===== src/pfc_consts.vh =====
`ifndef PFC_CONSTS_VH
`define PFC_CONSTS_VH

// ----------------------------------------------------------------------
// Register offsets
// ----------------------------------------------------------------------
`define PFC_OFS_PECI_CONFIG_ONE   8'h36
`define PFC_OFS_PECI_CONFIG_THREE 8'h37
`define PFC_OFS_PWM1_MAX_DUTY     8'h38
`define PFC_OFS_PWM2_MAX_DUTY     8'h39
`define PFC_OFS_PWM3_MAX_DUTY     8'h3a
`define PFC_OFS_RAMP_START_TEMP   8'h3b
`define PFC_OFS_RAMP_SPAN         8'h3c

// ----------------------------------------------------------------------
// Reset values and writable masks
// ----------------------------------------------------------------------
`define PFC_RST_CONFIG_ONE        8'h00
`define PFC_RST_CONFIG_THREE      8'h32
`define PFC_RST_MAX_DUTY          8'hff
`define PFC_RST_RAMP_START_TEMP   8'hd6
`define PFC_RST_RAMP_SPAN         8'hc0
`define PFC_MASK_CONFIG_ONE       8'h0f
`define PFC_MASK_CONFIG_THREE     8'hb3
`define PFC_MASK_RAMP_SPAN        8'hf0
`define PFC_READ_UNMAPPED         8'h00

// ----------------------------------------------------------------------
// Field positions
// ----------------------------------------------------------------------
`define PFC_BIT_PROCESSOR_FOUND   0
`define PFC_BIT_RETRY_SUPPRESS    1
`define PFC_RATE_MSB              5
`define PFC_RATE_LSB              4
`define PFC_BIT_CPU_WRITE_PERMIT  7
`define PFC_SPAN_MSB              7
`define PFC_SPAN_LSB              4

// ----------------------------------------------------------------------
// Timing
// ----------------------------------------------------------------------
`define PFC_CLK_HZ                40000000
`define PFC_POLL_MS_RATE0         1000
`define PFC_POLL_MS_RATE1         500
`define PFC_POLL_MS_RATE2         200
`define PFC_POLL_MS_RATE3         100
`define PFC_MS_PER_S              1000
`define PFC_POLL_CYC_RATE0        26'd40000000
`define PFC_POLL_CYC_RATE1        26'd20000000
`define PFC_POLL_CYC_RATE2        26'd8000000
`define PFC_POLL_CYC_RATE3        26'd4000000
`define PFC_POLL_CNT_W            26

// ----------------------------------------------------------------------
// Ramp arithmetic
// ----------------------------------------------------------------------
`define PFC_DUTY_FULL             8'hff
`define PFC_DUTY_OFF              8'h00
`define PFC_FRAC_ONE              9'h100

`endif


===== src/pfc_top.v =====
// Summary of operation
// - Processor-found flag reflects whether any PECI-capable processor was detected.
// - Retry-suppress bit set stops retry bit after bad completion codes.
// - Rate field selects CPU poll rate: 1, 2, 5 or 10 per second.
// - CPU write transactions issue only while the write-permit bit is set.
// - Each of three PWM outputs is clamped to its own maximum duty register.
// - Above the start temperature fans run at minimum duty then follow slope.
// - Span field selects ramp width: 2 C up to 80 C, default 32 C.
`timescale 1ns/1ps
`include "pfc_consts.vh"

module pfc_top #(
   parameter [25:0] POLL_CYC_RATE0 = `PFC_POLL_CYC_RATE0,
   parameter [25:0] POLL_CYC_RATE1 = `PFC_POLL_CYC_RATE1,
   parameter [25:0] POLL_CYC_RATE2 = `PFC_POLL_CYC_RATE2,
   parameter [25:0] POLL_CYC_RATE3 = `PFC_POLL_CYC_RATE3
) (
   // Clock and reset
   input  wire        core_clk_in,
   input  wire        resetn_in,
   // Register port from the serial slave
   input  wire [7:0]  reg_addr_in,
   input  wire        reg_wr_in,
   input  wire [7:0]  reg_wdata_in,
   input  wire        reg_rd_in,
   output reg  [7:0]  reg_rdata_out,
   // PECI engine status
   input  wire        detect_done_in,
   input  wire        processor_found_in,
   input  wire        bad_completion_in,
   input  wire        good_completion_in,
   input  wire        cpu_write_req_in,
   input  wire        temp_valid_in,
   input  wire [7:0]  temp_in,
   // PECI engine control
   output reg         poll_req_out,
   output reg         retry_bit_out,
   output reg         cpu_write_go_out,
   // Fan control
   input  wire [23:0] min_duty_in,
   output reg  [23:0] duty_out
);

   // ----------------------------------------------------------------------
   // Registers
   // ----------------------------------------------------------------------
   reg  [7:0]  config_one_q;
   reg  [7:0]  config_three_q;
   reg  [23:0] max_duty_q;
   reg  [7:0]  start_temp_q;
   reg  [7:0]  span_q;
   reg  [7:0]  temp_q;
   reg         retry_pend_q;
   reg  [25:0] poll_cnt_q;
   reg  [7:0]  rdata_d;
   reg  [7:0]  config_three_d;
   reg         retry_pend_d;
   reg  [25:0] poll_limit;
   wire [23:0] ramp_duty;
   wire [1:0]  rate_code = config_three_q[`PFC_RATE_MSB:`PFC_RATE_LSB];

   always @(posedge core_clk_in or negedge resetn_in) begin
      if (!resetn_in) begin
         config_one_q   <= `PFC_RST_CONFIG_ONE;
         config_three_q <= `PFC_RST_CONFIG_THREE;
         max_duty_q     <= {3{`PFC_RST_MAX_DUTY}};
         start_temp_q   <= `PFC_RST_RAMP_START_TEMP;
         span_q         <= `PFC_RST_RAMP_SPAN;
      end else begin
         if (reg_wr_in) begin
            case (reg_addr_in)
               `PFC_OFS_PECI_CONFIG_ONE: begin
                  config_one_q <= reg_wdata_in & `PFC_MASK_CONFIG_ONE;
               end
               `PFC_OFS_PWM1_MAX_DUTY: begin
                  max_duty_q[7:0] <= reg_wdata_in;
               end
               `PFC_OFS_PWM2_MAX_DUTY: begin
                  max_duty_q[15:8] <= reg_wdata_in;
               end
               `PFC_OFS_PWM3_MAX_DUTY: begin
                  max_duty_q[23:16] <= reg_wdata_in;
               end
               `PFC_OFS_RAMP_START_TEMP: begin
                  start_temp_q <= reg_wdata_in;
               end
               `PFC_OFS_RAMP_SPAN: begin
                  span_q <= reg_wdata_in & `PFC_MASK_RAMP_SPAN;
               end
               default: begin
               end
            endcase
         end
         config_three_q <= config_three_d;
      end
   end

   // ----------------------------------------------------------------------
   // Control register: detection result wins over a same-cycle write
   // ----------------------------------------------------------------------
   always @* begin
      config_three_d = config_three_q;
      if (reg_wr_in && (reg_addr_in == `PFC_OFS_PECI_CONFIG_THREE)) begin
         config_three_d = reg_wdata_in & `PFC_MASK_CONFIG_THREE;
      end
      if (detect_done_in) begin
         config_three_d[`PFC_BIT_PROCESSOR_FOUND] = processor_found_in;
      end
   end

   // ----------------------------------------------------------------------
   // Retry pending: a bad completion code wins over a good one
   // ----------------------------------------------------------------------
   always @* begin
      retry_pend_d = retry_pend_q;
      if (bad_completion_in) begin
         retry_pend_d = 1'b1;
      end else if (good_completion_in) begin
         retry_pend_d = 1'b0;
      end
   end

   // ----------------------------------------------------------------------
   // Read path
   // ----------------------------------------------------------------------
   always @* begin
      case (reg_addr_in)
         `PFC_OFS_PECI_CONFIG_ONE:   rdata_d = config_one_q;
         `PFC_OFS_PECI_CONFIG_THREE: rdata_d = config_three_q;
         `PFC_OFS_PWM1_MAX_DUTY:     rdata_d = max_duty_q[7:0];
         `PFC_OFS_PWM2_MAX_DUTY:     rdata_d = max_duty_q[15:8];
         `PFC_OFS_PWM3_MAX_DUTY:     rdata_d = max_duty_q[23:16];
         `PFC_OFS_RAMP_START_TEMP:   rdata_d = start_temp_q;
         `PFC_OFS_RAMP_SPAN:         rdata_d = span_q;
         default:                    rdata_d = `PFC_READ_UNMAPPED;
      endcase
   end

   always @(posedge core_clk_in or negedge resetn_in) begin
      if (!resetn_in) begin
         reg_rdata_out <= 8'h00;
      end else if (reg_rd_in) begin
         reg_rdata_out <= rdata_d;
      end
   end

   // ----------------------------------------------------------------------
   // Poll timer
   // ----------------------------------------------------------------------
   always @* begin
      case (rate_code)
         2'b00:   poll_limit = POLL_CYC_RATE0;
         2'b01:   poll_limit = POLL_CYC_RATE1;
         2'b10:   poll_limit = POLL_CYC_RATE2;
         default: poll_limit = POLL_CYC_RATE3;
      endcase
   end

   always @(posedge core_clk_in or negedge resetn_in) begin
      if (!resetn_in) begin
         poll_cnt_q   <= 26'h0000000;
         poll_req_out <= 1'b0;
      end else if (poll_cnt_q >= poll_limit - 26'h0000001) begin
         poll_cnt_q   <= 26'h0000000;
         poll_req_out <= 1'b1;
      end else begin
         poll_cnt_q   <= poll_cnt_q + 26'h0000001;
         poll_req_out <= 1'b0;
      end
   end

   // ----------------------------------------------------------------------
   // Retry and CPU write gating
   // ----------------------------------------------------------------------
   always @(posedge core_clk_in or negedge resetn_in) begin
      if (!resetn_in) begin
         retry_pend_q     <= 1'b0;
         retry_bit_out    <= 1'b0;
         cpu_write_go_out <= 1'b0;
      end else begin
         retry_pend_q     <= retry_pend_d;
         retry_bit_out    <= retry_pend_q &
                             ~config_three_q[`PFC_BIT_RETRY_SUPPRESS];
         cpu_write_go_out <= cpu_write_req_in &
                             config_three_q[`PFC_BIT_CPU_WRITE_PERMIT];
      end
   end

   // ----------------------------------------------------------------------
   // Automatic fan ramp
   // ----------------------------------------------------------------------
   always @(posedge core_clk_in or negedge resetn_in) begin
      if (!resetn_in) begin
         temp_q <= 8'h00;
      end else if (temp_valid_in) begin
         temp_q <= temp_in;
      end
   end

   always @(posedge core_clk_in or negedge resetn_in) begin
      if (!resetn_in) begin
         duty_out <= 24'h000000;
      end else begin
         duty_out <= ramp_duty;
      end
   end

   genvar gi;
   generate
      for (gi = 0; gi < 3; gi = gi + 1) begin : g_pwm
         pfc_ramp u_ramp (
            .temp_in       (temp_q),
            .start_temp_in (start_temp_q),
            .span_code_in  (span_q[`PFC_SPAN_MSB:`PFC_SPAN_LSB]),
            .min_duty_in   (min_duty_in[gi*8 +: 8]),
            .max_duty_in   (max_duty_q[gi*8 +: 8]),
            .duty_out      (ramp_duty[gi*8 +: 8])
         );
      end
   endgenerate

endmodule


===== src/pfc_ramp.v =====
`timescale 1ns/1ps
`include "pfc_consts.vh"

module pfc_ramp (
   // Temperature and ramp settings
   input  wire [7:0] temp_in,
   input  wire [7:0] start_temp_in,
   input  wire [3:0] span_code_in,
   // Duty limits
   input  wire [7:0] min_duty_in,
   input  wire [7:0] max_duty_in,
   // Result
   output reg  [7:0] duty_out
);

   // ----------------------------------------------------------------------
   // Slope per degree: 2^24 / span rounded up, so exact ratios land on whole steps
   // ----------------------------------------------------------------------
   function [23:0] pfc_slope;
      input [3:0] code;
      begin
         case (code)
            4'h0:    pfc_slope = 24'h800000;
            4'h1:    pfc_slope = 24'h666667;
            4'h2:    pfc_slope = 24'h4ccccd;
            4'h3:    pfc_slope = 24'h400000;
            4'h4:    pfc_slope = 24'h333334;
            4'h5:    pfc_slope = 24'h266667;
            4'h6:    pfc_slope = 24'h200000;
            4'h7:    pfc_slope = 24'h19999a;
            4'h8:    pfc_slope = 24'h133334;
            4'h9:    pfc_slope = 24'h100000;
            4'ha:    pfc_slope = 24'h0ccccd;
            4'hb:    pfc_slope = 24'h09999a;
            4'hc:    pfc_slope = 24'h080000;
            4'hd:    pfc_slope = 24'h066667;
            4'he:    pfc_slope = 24'h04cccd;
            default: pfc_slope = 24'h033334;
         endcase
      end
   endfunction

   wire signed [8:0]  delta_s  = $signed({temp_in[7], temp_in}) -
                                 $signed({start_temp_in[7], start_temp_in});
   wire        [31:0] prod     = delta_s[7:0] * pfc_slope(span_code_in);
   wire               sat      = delta_s[8] | (|prod[31:24]) | (prod[23:16] == 8'hff);
   wire        [8:0]  frac     = sat ? `PFC_FRAC_ONE : {1'b0, prod[23:16]};
   wire        [7:0]  headroom = `PFC_DUTY_FULL - min_duty_in;
   wire        [16:0] step     = headroom * frac;
   wire        [8:0]  lin      = {1'b0, min_duty_in} + {1'b0, step[15:8]};
   wire               above    = ($signed(temp_in) > $signed(start_temp_in));

   reg         [7:0]  ramp;

   always @* begin
      ramp = `PFC_DUTY_OFF;
      if (above) begin
         if (frac[8] || lin[8]) begin
            ramp = `PFC_DUTY_FULL;
         end else begin
            ramp = lin[7:0];
         end
      end
      duty_out = (ramp > max_duty_in) ? max_duty_in : ramp;
   end

endmodule


===== config.mk =====
export PLATFORM = sky130hd
export DESIGN_NAME = pfc_top
export DESIGN_NICKNAME = d
export VERILOG_FILES = /design/src/pfc_top.v /design/src/pfc_ramp.v
export VERILOG_INCLUDE_DIRS = /design/src /design/src/src
export SDC_FILE = /design/constraint.sdc
export NUM_CORES = 1
export LEC_CHECK = 0
export BUFFER_PORTS_ARGS = -buffer_cell sky130_fd_sc_hd__buf_2
export CAP_MARGIN = 40
export CORE_UTILIZATION = 55
export CTS_CLUSTER_DIAMETER = 120
export DETAILED_ROUTE_END_ITERATION = 8
export PLACE_DENSITY = 0.83
export SLEW_MARGIN = 20
export SYNTH_ARGS = -nofsm -noshare
export SYNTH_HDL_FRONTEND = slang
export SYNTH_SLANG_ARGS = --single-unit
export TNS_END_PERCENT = 10

===== constraint.sdc =====
create_clock -name core_clk_in -period 16.8 [get_ports core_clk_in]
set_input_delay 0.84 -clock core_clk_in [delete_from_list [all_inputs] [get_ports core_clk_in]]
set_output_delay 0.84 -clock core_clk_in [all_outputs]
set_load 0.005 [all_outputs]

Word-level counts from Yosys, hierarchy flattened
Memories as Yosys holds them, arrays and structs flattened. Cells that the tools add are included.

Bitwise operators: 9. Reductions and logical operators: 16. Magnitude comparators: 5. Add/subtract/negate cells: 9. Mux-type cells: 20. Equality and inequality tests: 12. Multipliers: 6.

Operator list (count): $mul 8x24->32 (3); $pmux 26 s3 (1); $mux 8 (9); $eq 8x6->1 const B (7); $pmux 8 s7 (1); $mul 8x9->16 (3); $gt 8x8->1 (4); $add 8x8->9 (3); $mux 9 (3); $add 26x1->26 const B (1); $ge 26x26->1 (1); $mux 26 (1); $sub 26x1->26 const B (1); $eq 8x8->1 const B (3); $reduce_or 8->1 (3); $sub 8x8->8 const A (3); $reduce_and 2->1 (6); $sub 8x8->9 (1); $or 1x1->1 (6); $mux 1 (5); $reduce_bool 2->1 (2); $logic_or 1x1->1 (3); $and 1x1->1 (2); $eq 2x1->1 const B (1); other kinds (4) (4).

Logic and storage cells: 96. ROM bits: 1152. Memories kept: 3. Bits in registers: 115. Output and inout port bits: 35.

Memory list: (name not given) (depth 16, width 24, rd ports 1, clocked after memory_dff 0, wr ports 0, RTL line pfc_ramp.v:22) `case (code)`; (name not given) (depth 16, width 24, rd ports 1, clocked after memory_dff 0, wr ports 0, RTL line pfc_ramp.v:22); (name not given) (depth 16, width 24, rd ports 1, clocked after memory_dff 0, wr ports 0, RTL line pfc_ramp.v:22).

Longest topological paths before layout
Word-level depth: 13. Gate-level depth with buffers: 69. Depth with buffers taken out: 66.

Cells and area by module
A second synthesis with hierarchy kept.

Cells, all modules: 3408. Area, all modules: 29579.6 µm².

By module, submodules not included: pfc_ramp at g_pwm[2].u_ramp (sequential area each 0.0 µm², area an instance 8361.8 µm², times used 1, cells an instance 1022); pfc_ramp at g_pwm[0].u_ramp (sequential area each 0.0 µm², area an instance 8149.1 µm², times used 1, cells an instance 1023); pfc_ramp at g_pwm[1].u_ramp (sequential area each 0.0 µm², area an instance 7892.6 µm², times used 1, cells an instance 974); pfc_top (sequential area each 2920.3 µm², area an instance 5176.2 µm², times used 1, cells an instance 389).

Worst setup path before layout
Ideal clock, no wire load.

Kind: reg-to-reg. Start: register start_temp_q[1]. End: register duty_out[17]. Data required time: 16.675 ns. Library setup time: 0.125 ns. Buffers on the path: 4. Slack: 2.710 ns. Cell stages (with the launch flop): 61. Clock period less this slack: 14.090 ns. Arrival: 13.965 ns. Cell sequence: dfstp_2 -> inv_1 -> fa_1 -> a21o_1 -> a21oi_1 -> o21bai_1 -> a21oi_1 -> xor2_1 -> clkbuf_1 -> nor2_1 -> xnor2_1 -> ha_1 -> fa_1 -> fa_1 -> inv_1 -> fa_1 -> inv_1 -> ha_1 -> (+25 left out) -> a21oi_1 -> nor2_1 -> nor2_1 -> o21bai_1 -> a21oi_1 -> nor2b_1 -> o21ai_0 -> nand2_1 -> o21a_1 -> ha_1 -> nor2b_1 -> o21a_1 -> o21ai_0 -> nand2b_1 -> a21oi_1 -> o21ai_0 -> o21ai_1 -> mux2_2.

Longest elaborated chain between the ends: 13. Elaborated cells between the ends (all ways): 15. Classes of those cells: add/sub: 2; mul: 2; order compare: 2; eq/ne: 1; mux: 4; bitwise: 2; reduce/logical: 2.

RTL lines: start: declaration (RTL line pfc_top.v:50) `reg [7:0] start_temp_q;`; start signal: assignment (RTL line pfc_top.v:67) `` start_temp_q <= `PFC_RST_RAMP_START_TEMP; ``; start signal: assignment (RTL line pfc_top.v:85) `start_temp_q <= reg_wdata_in;`; $sub 8x8->9 (RTL line pfc_ramp.v:43) `wire signed [8:0] delta_s = $signed({temp_in[7], temp_in}) -`; $mul 8x24->32 (RTL line pfc_ramp.v:45) `wire [31:0] prod = delta_s[7:0] * pfc_slope(span_code_in);`; $reduce_or 8->1 (RTL line pfc_ramp.v:46) `wire sat = delta_s[8] | (|prod[31:24]) | (prod[23:16] == 8'hff);`; $or 1x1->1 (2 in series) (RTL line pfc_ramp.v:46); $mux 9 (RTL line pfc_ramp.v:47) `` wire [8:0] frac = sat ? `PFC_FRAC_ONE : {1'b0, prod[23:16]}; ``; $mul 8x9->16 (RTL line pfc_ramp.v:49) `wire [16:0] step = headroom * frac;`; $add 8x8->9 (RTL line pfc_ramp.v:50) `wire [8:0] lin = {1'b0, min_duty_in} + {1'b0, step[15:8]};`; $logic_or 1x1->1 (RTL line pfc_ramp.v:58) `if (frac[8] || lin[8]) begin`; $mux 8 (RTL line pfc_ramp.v:58); $mux 8 (*) (RTL line pfc_ramp.v:57) `if (above) begin`; $gt 8x8->1 (RTL line pfc_ramp.v:64) `duty_out = (ramp > max_duty_in) ? max_duty_in : ramp;`; $mux 8 (*) (RTL line pfc_ramp.v:64); net g_pwm[2].u_ramp.duty_out[1] (RTL line pfc_ramp.v:13) `output reg [7:0] duty_out`; end signal: assignment (RTL line pfc_top.v:204) `duty_out <= ramp_duty;`; end: declaration (RTL line pfc_top.v:41) `output reg [23:0] duty_out`.

Mark *: on every way through the listed nets, which the timed path passes. The rest lies on a longest branch. A chain may end at the register's enable or synchronous reset.

Worst setup path after layout
Start: register start_temp_q[1]. End: register duty_out[7].

Longest elaborated chain between the ends: 13. Elaborated cells between the ends (all ways): 15. Classes of those cells: add/sub: 2; mul: 2; order compare: 2; eq/ne: 1; mux: 4; bitwise: 2; reduce/logical: 2.

RTL lines (RTL line): $sub 8x8->9 (pfc_ramp.v:43); $mul 8x24->32 (pfc_ramp.v:45); $reduce_or 8->1 (pfc_ramp.v:46); $or 1x1->1 (2 in series) (pfc_ramp.v:46); $mux 9 (pfc_ramp.v:47); $mul 8x9->16 (pfc_ramp.v:49); $add 8x8->9 (pfc_ramp.v:50); $logic_or 1x1->1 (pfc_ramp.v:58); $mux 8 (pfc_ramp.v:58); $mux 8 (*) (pfc_ramp.v:57); $gt 8x8->1 (pfc_ramp.v:64); $mux 8 (*) (pfc_ramp.v:64); net g_pwm[0].u_ramp.duty_out[7] (pfc_ramp.v:13).

Marks and branches as above.

==> flow_summary.json <==
{
  "ys_types": 73,
  "die_area_mm2": 0.03401,
  "syn2layout_area_growth_pct": 8.573,
  "ir_drop_mv": 0.05797,
  "cp-start-kind": "flip-flop",
  "worstPathArrival_ps": 16050,
  "finalSetupViolCount": 0,
  "cts_buffers": 17,
  "dp.cells": 2559,
  "synth_seq_area_share_pct": 15.96,
  "setup_tns_ps": 0,
  "clock-root-buffer": "clkbuf_16",
  "overflow": 0,
  "coreArea_mm2": 0.03262,
  "period_needed_ps": 15760,
  "yosys_register_bits": 115,
  "p_leak_uw": 0.01033,
  "rrSetupSlack_ps": 1040,
  "clock_path_buffers": 2,
  "maxCapViolCount": 0,
  "viasPerCell": 5.790,
  "critPathKind": "reg2reg",
  "final_cell_mix": "311 x nor2_1, 293 x inv_1, 233 x ha_1",
  "period_share_pct": 93.81,
  "cp_common_cell": "fa_1",
  "synth_warnings": 0,
  "critPathMaxFanout": 13,
  "fp.dieW_um": 184.4,
  "ios": 93,
  "dr_total_vias": 15050,
  "dr.pass1.iters": 6,
  "critPathRequiredTime_ps": 17090,
  "final_common_cell": "nor2_1",
  "finalNonFillerCells": 2599,
  "drc": 0,
  "p_per_area_mw_per_mm2": 79.75,
  "rsz0062_at_grt": "no",
  "grt_pass1_wl_mm": 78.47,
  "timing.fmax_mhz": 63.45,
  "synth_area_mm2": 0.01830,
  "layout-drive-gt1-share_pct": 14.42,
  "cp-end-kind": "flip-flop",
  "num_rows": 66,
  "slowest_stage": "fa_1",
  "clk_pin_slew_ps": 50,
  "syn_inst": 2088,
  "hpwl_mm": 37.79,
  "synth_ff_type": "dfrtp_1",
  "htree_levels": 4,
  "slew_headroom_pct": 39.71,
  "wirelength_mm": 47.12,
  "antenna_left": 0,
  "antenna_found_initial": 3,
  "drv_slew": 0,
  "die_h_um": 184.4,
  "clkLatencyLatePin_ps": 410,
  "status": "finished clean",
  "initial_utilization_pct": 56.11,
  "async_flop_share_pct": 100.0,
  "hold_viol": 0,
  "globalplace.congestion": 0.9504,
  "grt_pass1_vias": 16030,
  "avgSynthCellArea_um2": 8.766,
  "max_stage_delay_ps": 550,
  "synth_edf_count": 0,
  "cts_tree": "done",
  "cts.sinks": 115,
  "drt-wirelength-per-cell_um": 18.13,
  "io_buffers": 92,
  "fin_nets": 2643,
  "grt_max_degree": 72,
  "grt_use_total_pct": 29.16,
  "fin_skew_ps": 6.797,
  "dr.first_iter.drc_count": 1019,
  "hp-class": "in2async",
  "max_slew.worst_pin.slew_ps": 904.3
}
[logic make-up (layout without fill, tap and decap cells)]
logic type | Yosys count | in the layout | share of synthesized area, %
multiplexers | 76 | 76 | 4.881
adder cells (fa/ha/maj) | 442 | 442 | 38.79
other | 2 | 4 | 0.04103
XOR/XNOR | 100 | 100 | 4.785
flip-flops | 115 | 115 | 15.96
AO/OA/AOI/OAI | 334 | 334 | 11.57
buffers and inverters | 376 | 443 | 7.807
AND/OR/NAND/NOR | 643 | 643 | 16.17
[Yosys cell counts, types with 10 or more instances]
cell type	instances	area share, %
a211oi_1	11	0.45
a21o_1	40	1.6
a21oi_1	90	2.5
and2_1	10	0.34
and3_1	14	0.48
buf_1	22	0.45
buf_2	11	0.30
clkbuf_1	48	0.98
dfrtp_1	81	11
dfstp_2	34	4.9
fa_1	209	23
ha_1	233	16
inv_1	293	6.0
mux2_2	50	3.1
mux2i_1	19	1.0
nand2_1	119	2.4
nand2b_1	21	0.72
nand3_1	28	0.77
nand4_1	24	0.82
nor2_1	311	6.4
nor2b_1	15	0.51
nor3_1	20	0.55
o21a_1	31	1.3
o21ai_0	72	2.0
o21ai_1	10	0.27
o21bai_1	18	0.74
o22ai_1	13	0.44
or2_2	49	1.7
xnor2_1	62	3.0
xor2_1	38	1.8
[area by class of cell]
cell class / instances / area, um^2
clock inverter: 10 / 131.4
antenna: 1 / 2.502
inverter: 294 / 1104
fill: 2675 / 12750
timing repair buffer: 117 / 671.9
sequential: 115 / 2920
clock buffer: 22 / 464.2
tap: 442 / 553.0
multi-input combinational: 1598 / 14020
[report_power, final]
group,internal (uW),switching (uW)
Sequential,309,20.9
Combinational,346,547
Clock,239,121
Total,895,690
[timing repair]
action                                  CTS  global route
setup buffers                             0             2
endpoints found under the hold margin     0             0
hold buffers                              0             0
gates resized for setup                   0            11
endpoints found under the setup margin    0            24
[metal layers]
| metal | global-route usage [%] | part of all wire, % |
|---|---|---|
| met4 | 11.23 | 3.6 |
| met2 | 51.82 | 50 |
| met1 | 35.99 | 41 |
| met5 | 0 | 0.070 |
| met3 | 3.557 | 5.9 |
[registers in the layout, indices dropped and copies added (netlist names), 4 cells and up]
register	flops
config_one_q	4
reg_rdata_out	8
poll_cnt_q	26
temp_q	8
start_temp_q	8
duty_out	24
span_q	4
max_duty_q	24
config_three_q	5
[critical path: cells and delay by family (launching register included)]
kind	cells	cell delay, ps
fa+ha+maj	13	5810
mux	2	780
buf+inv	7	770
simple gates	16	3190
compound gates	19	3790
xor+xnor	2	730
flops	1	520
[stage by stage]
step	cell area (um^2)	hold slack (ps)	utilization [%]	total power, uW	worst slack (ps)
5_1_grt	19870	449.9	60.91	1709	48.88
2_1_floorplan	18310	441.3	-	960.6	2710
4_1_cts	19750	427.2	60.56	1573	671.6
3_5_place_dp	19160	481.1	58.73	1203	709.8
6_report	19870	408.3	60.92	1585	1040
3_3_place_gp	19130	468.6	58.65	1172	1319
[final timing paths]
kind                                        startpoint                         to  cells after the start
setup / recovery           start_temp_q[1]$_DFFE_PN1P_      duty_out[7]$_DFF_PN0_                     59
hold / removal                               resetn_in   poll_cnt_q[23]$_DFF_PN0_                      1
setup reg to reg           start_temp_q[1]$_DFFE_PN1P_      duty_out[7]$_DFF_PN0_                     59
hold reg to reg                poll_cnt_q[0]$_DFF_PN0_    poll_cnt_q[0]$_DFF_PN0_                      1
max in group asynchronous                    resetn_in  max_duty_q[0]$_DFFE_PN1P_                      3
min in group core_clk_in       poll_cnt_q[0]$_DFF_PN0_    poll_cnt_q[0]$_DFF_PN0_                      1
Note: power is estimated with default switching activity, not from simulation.
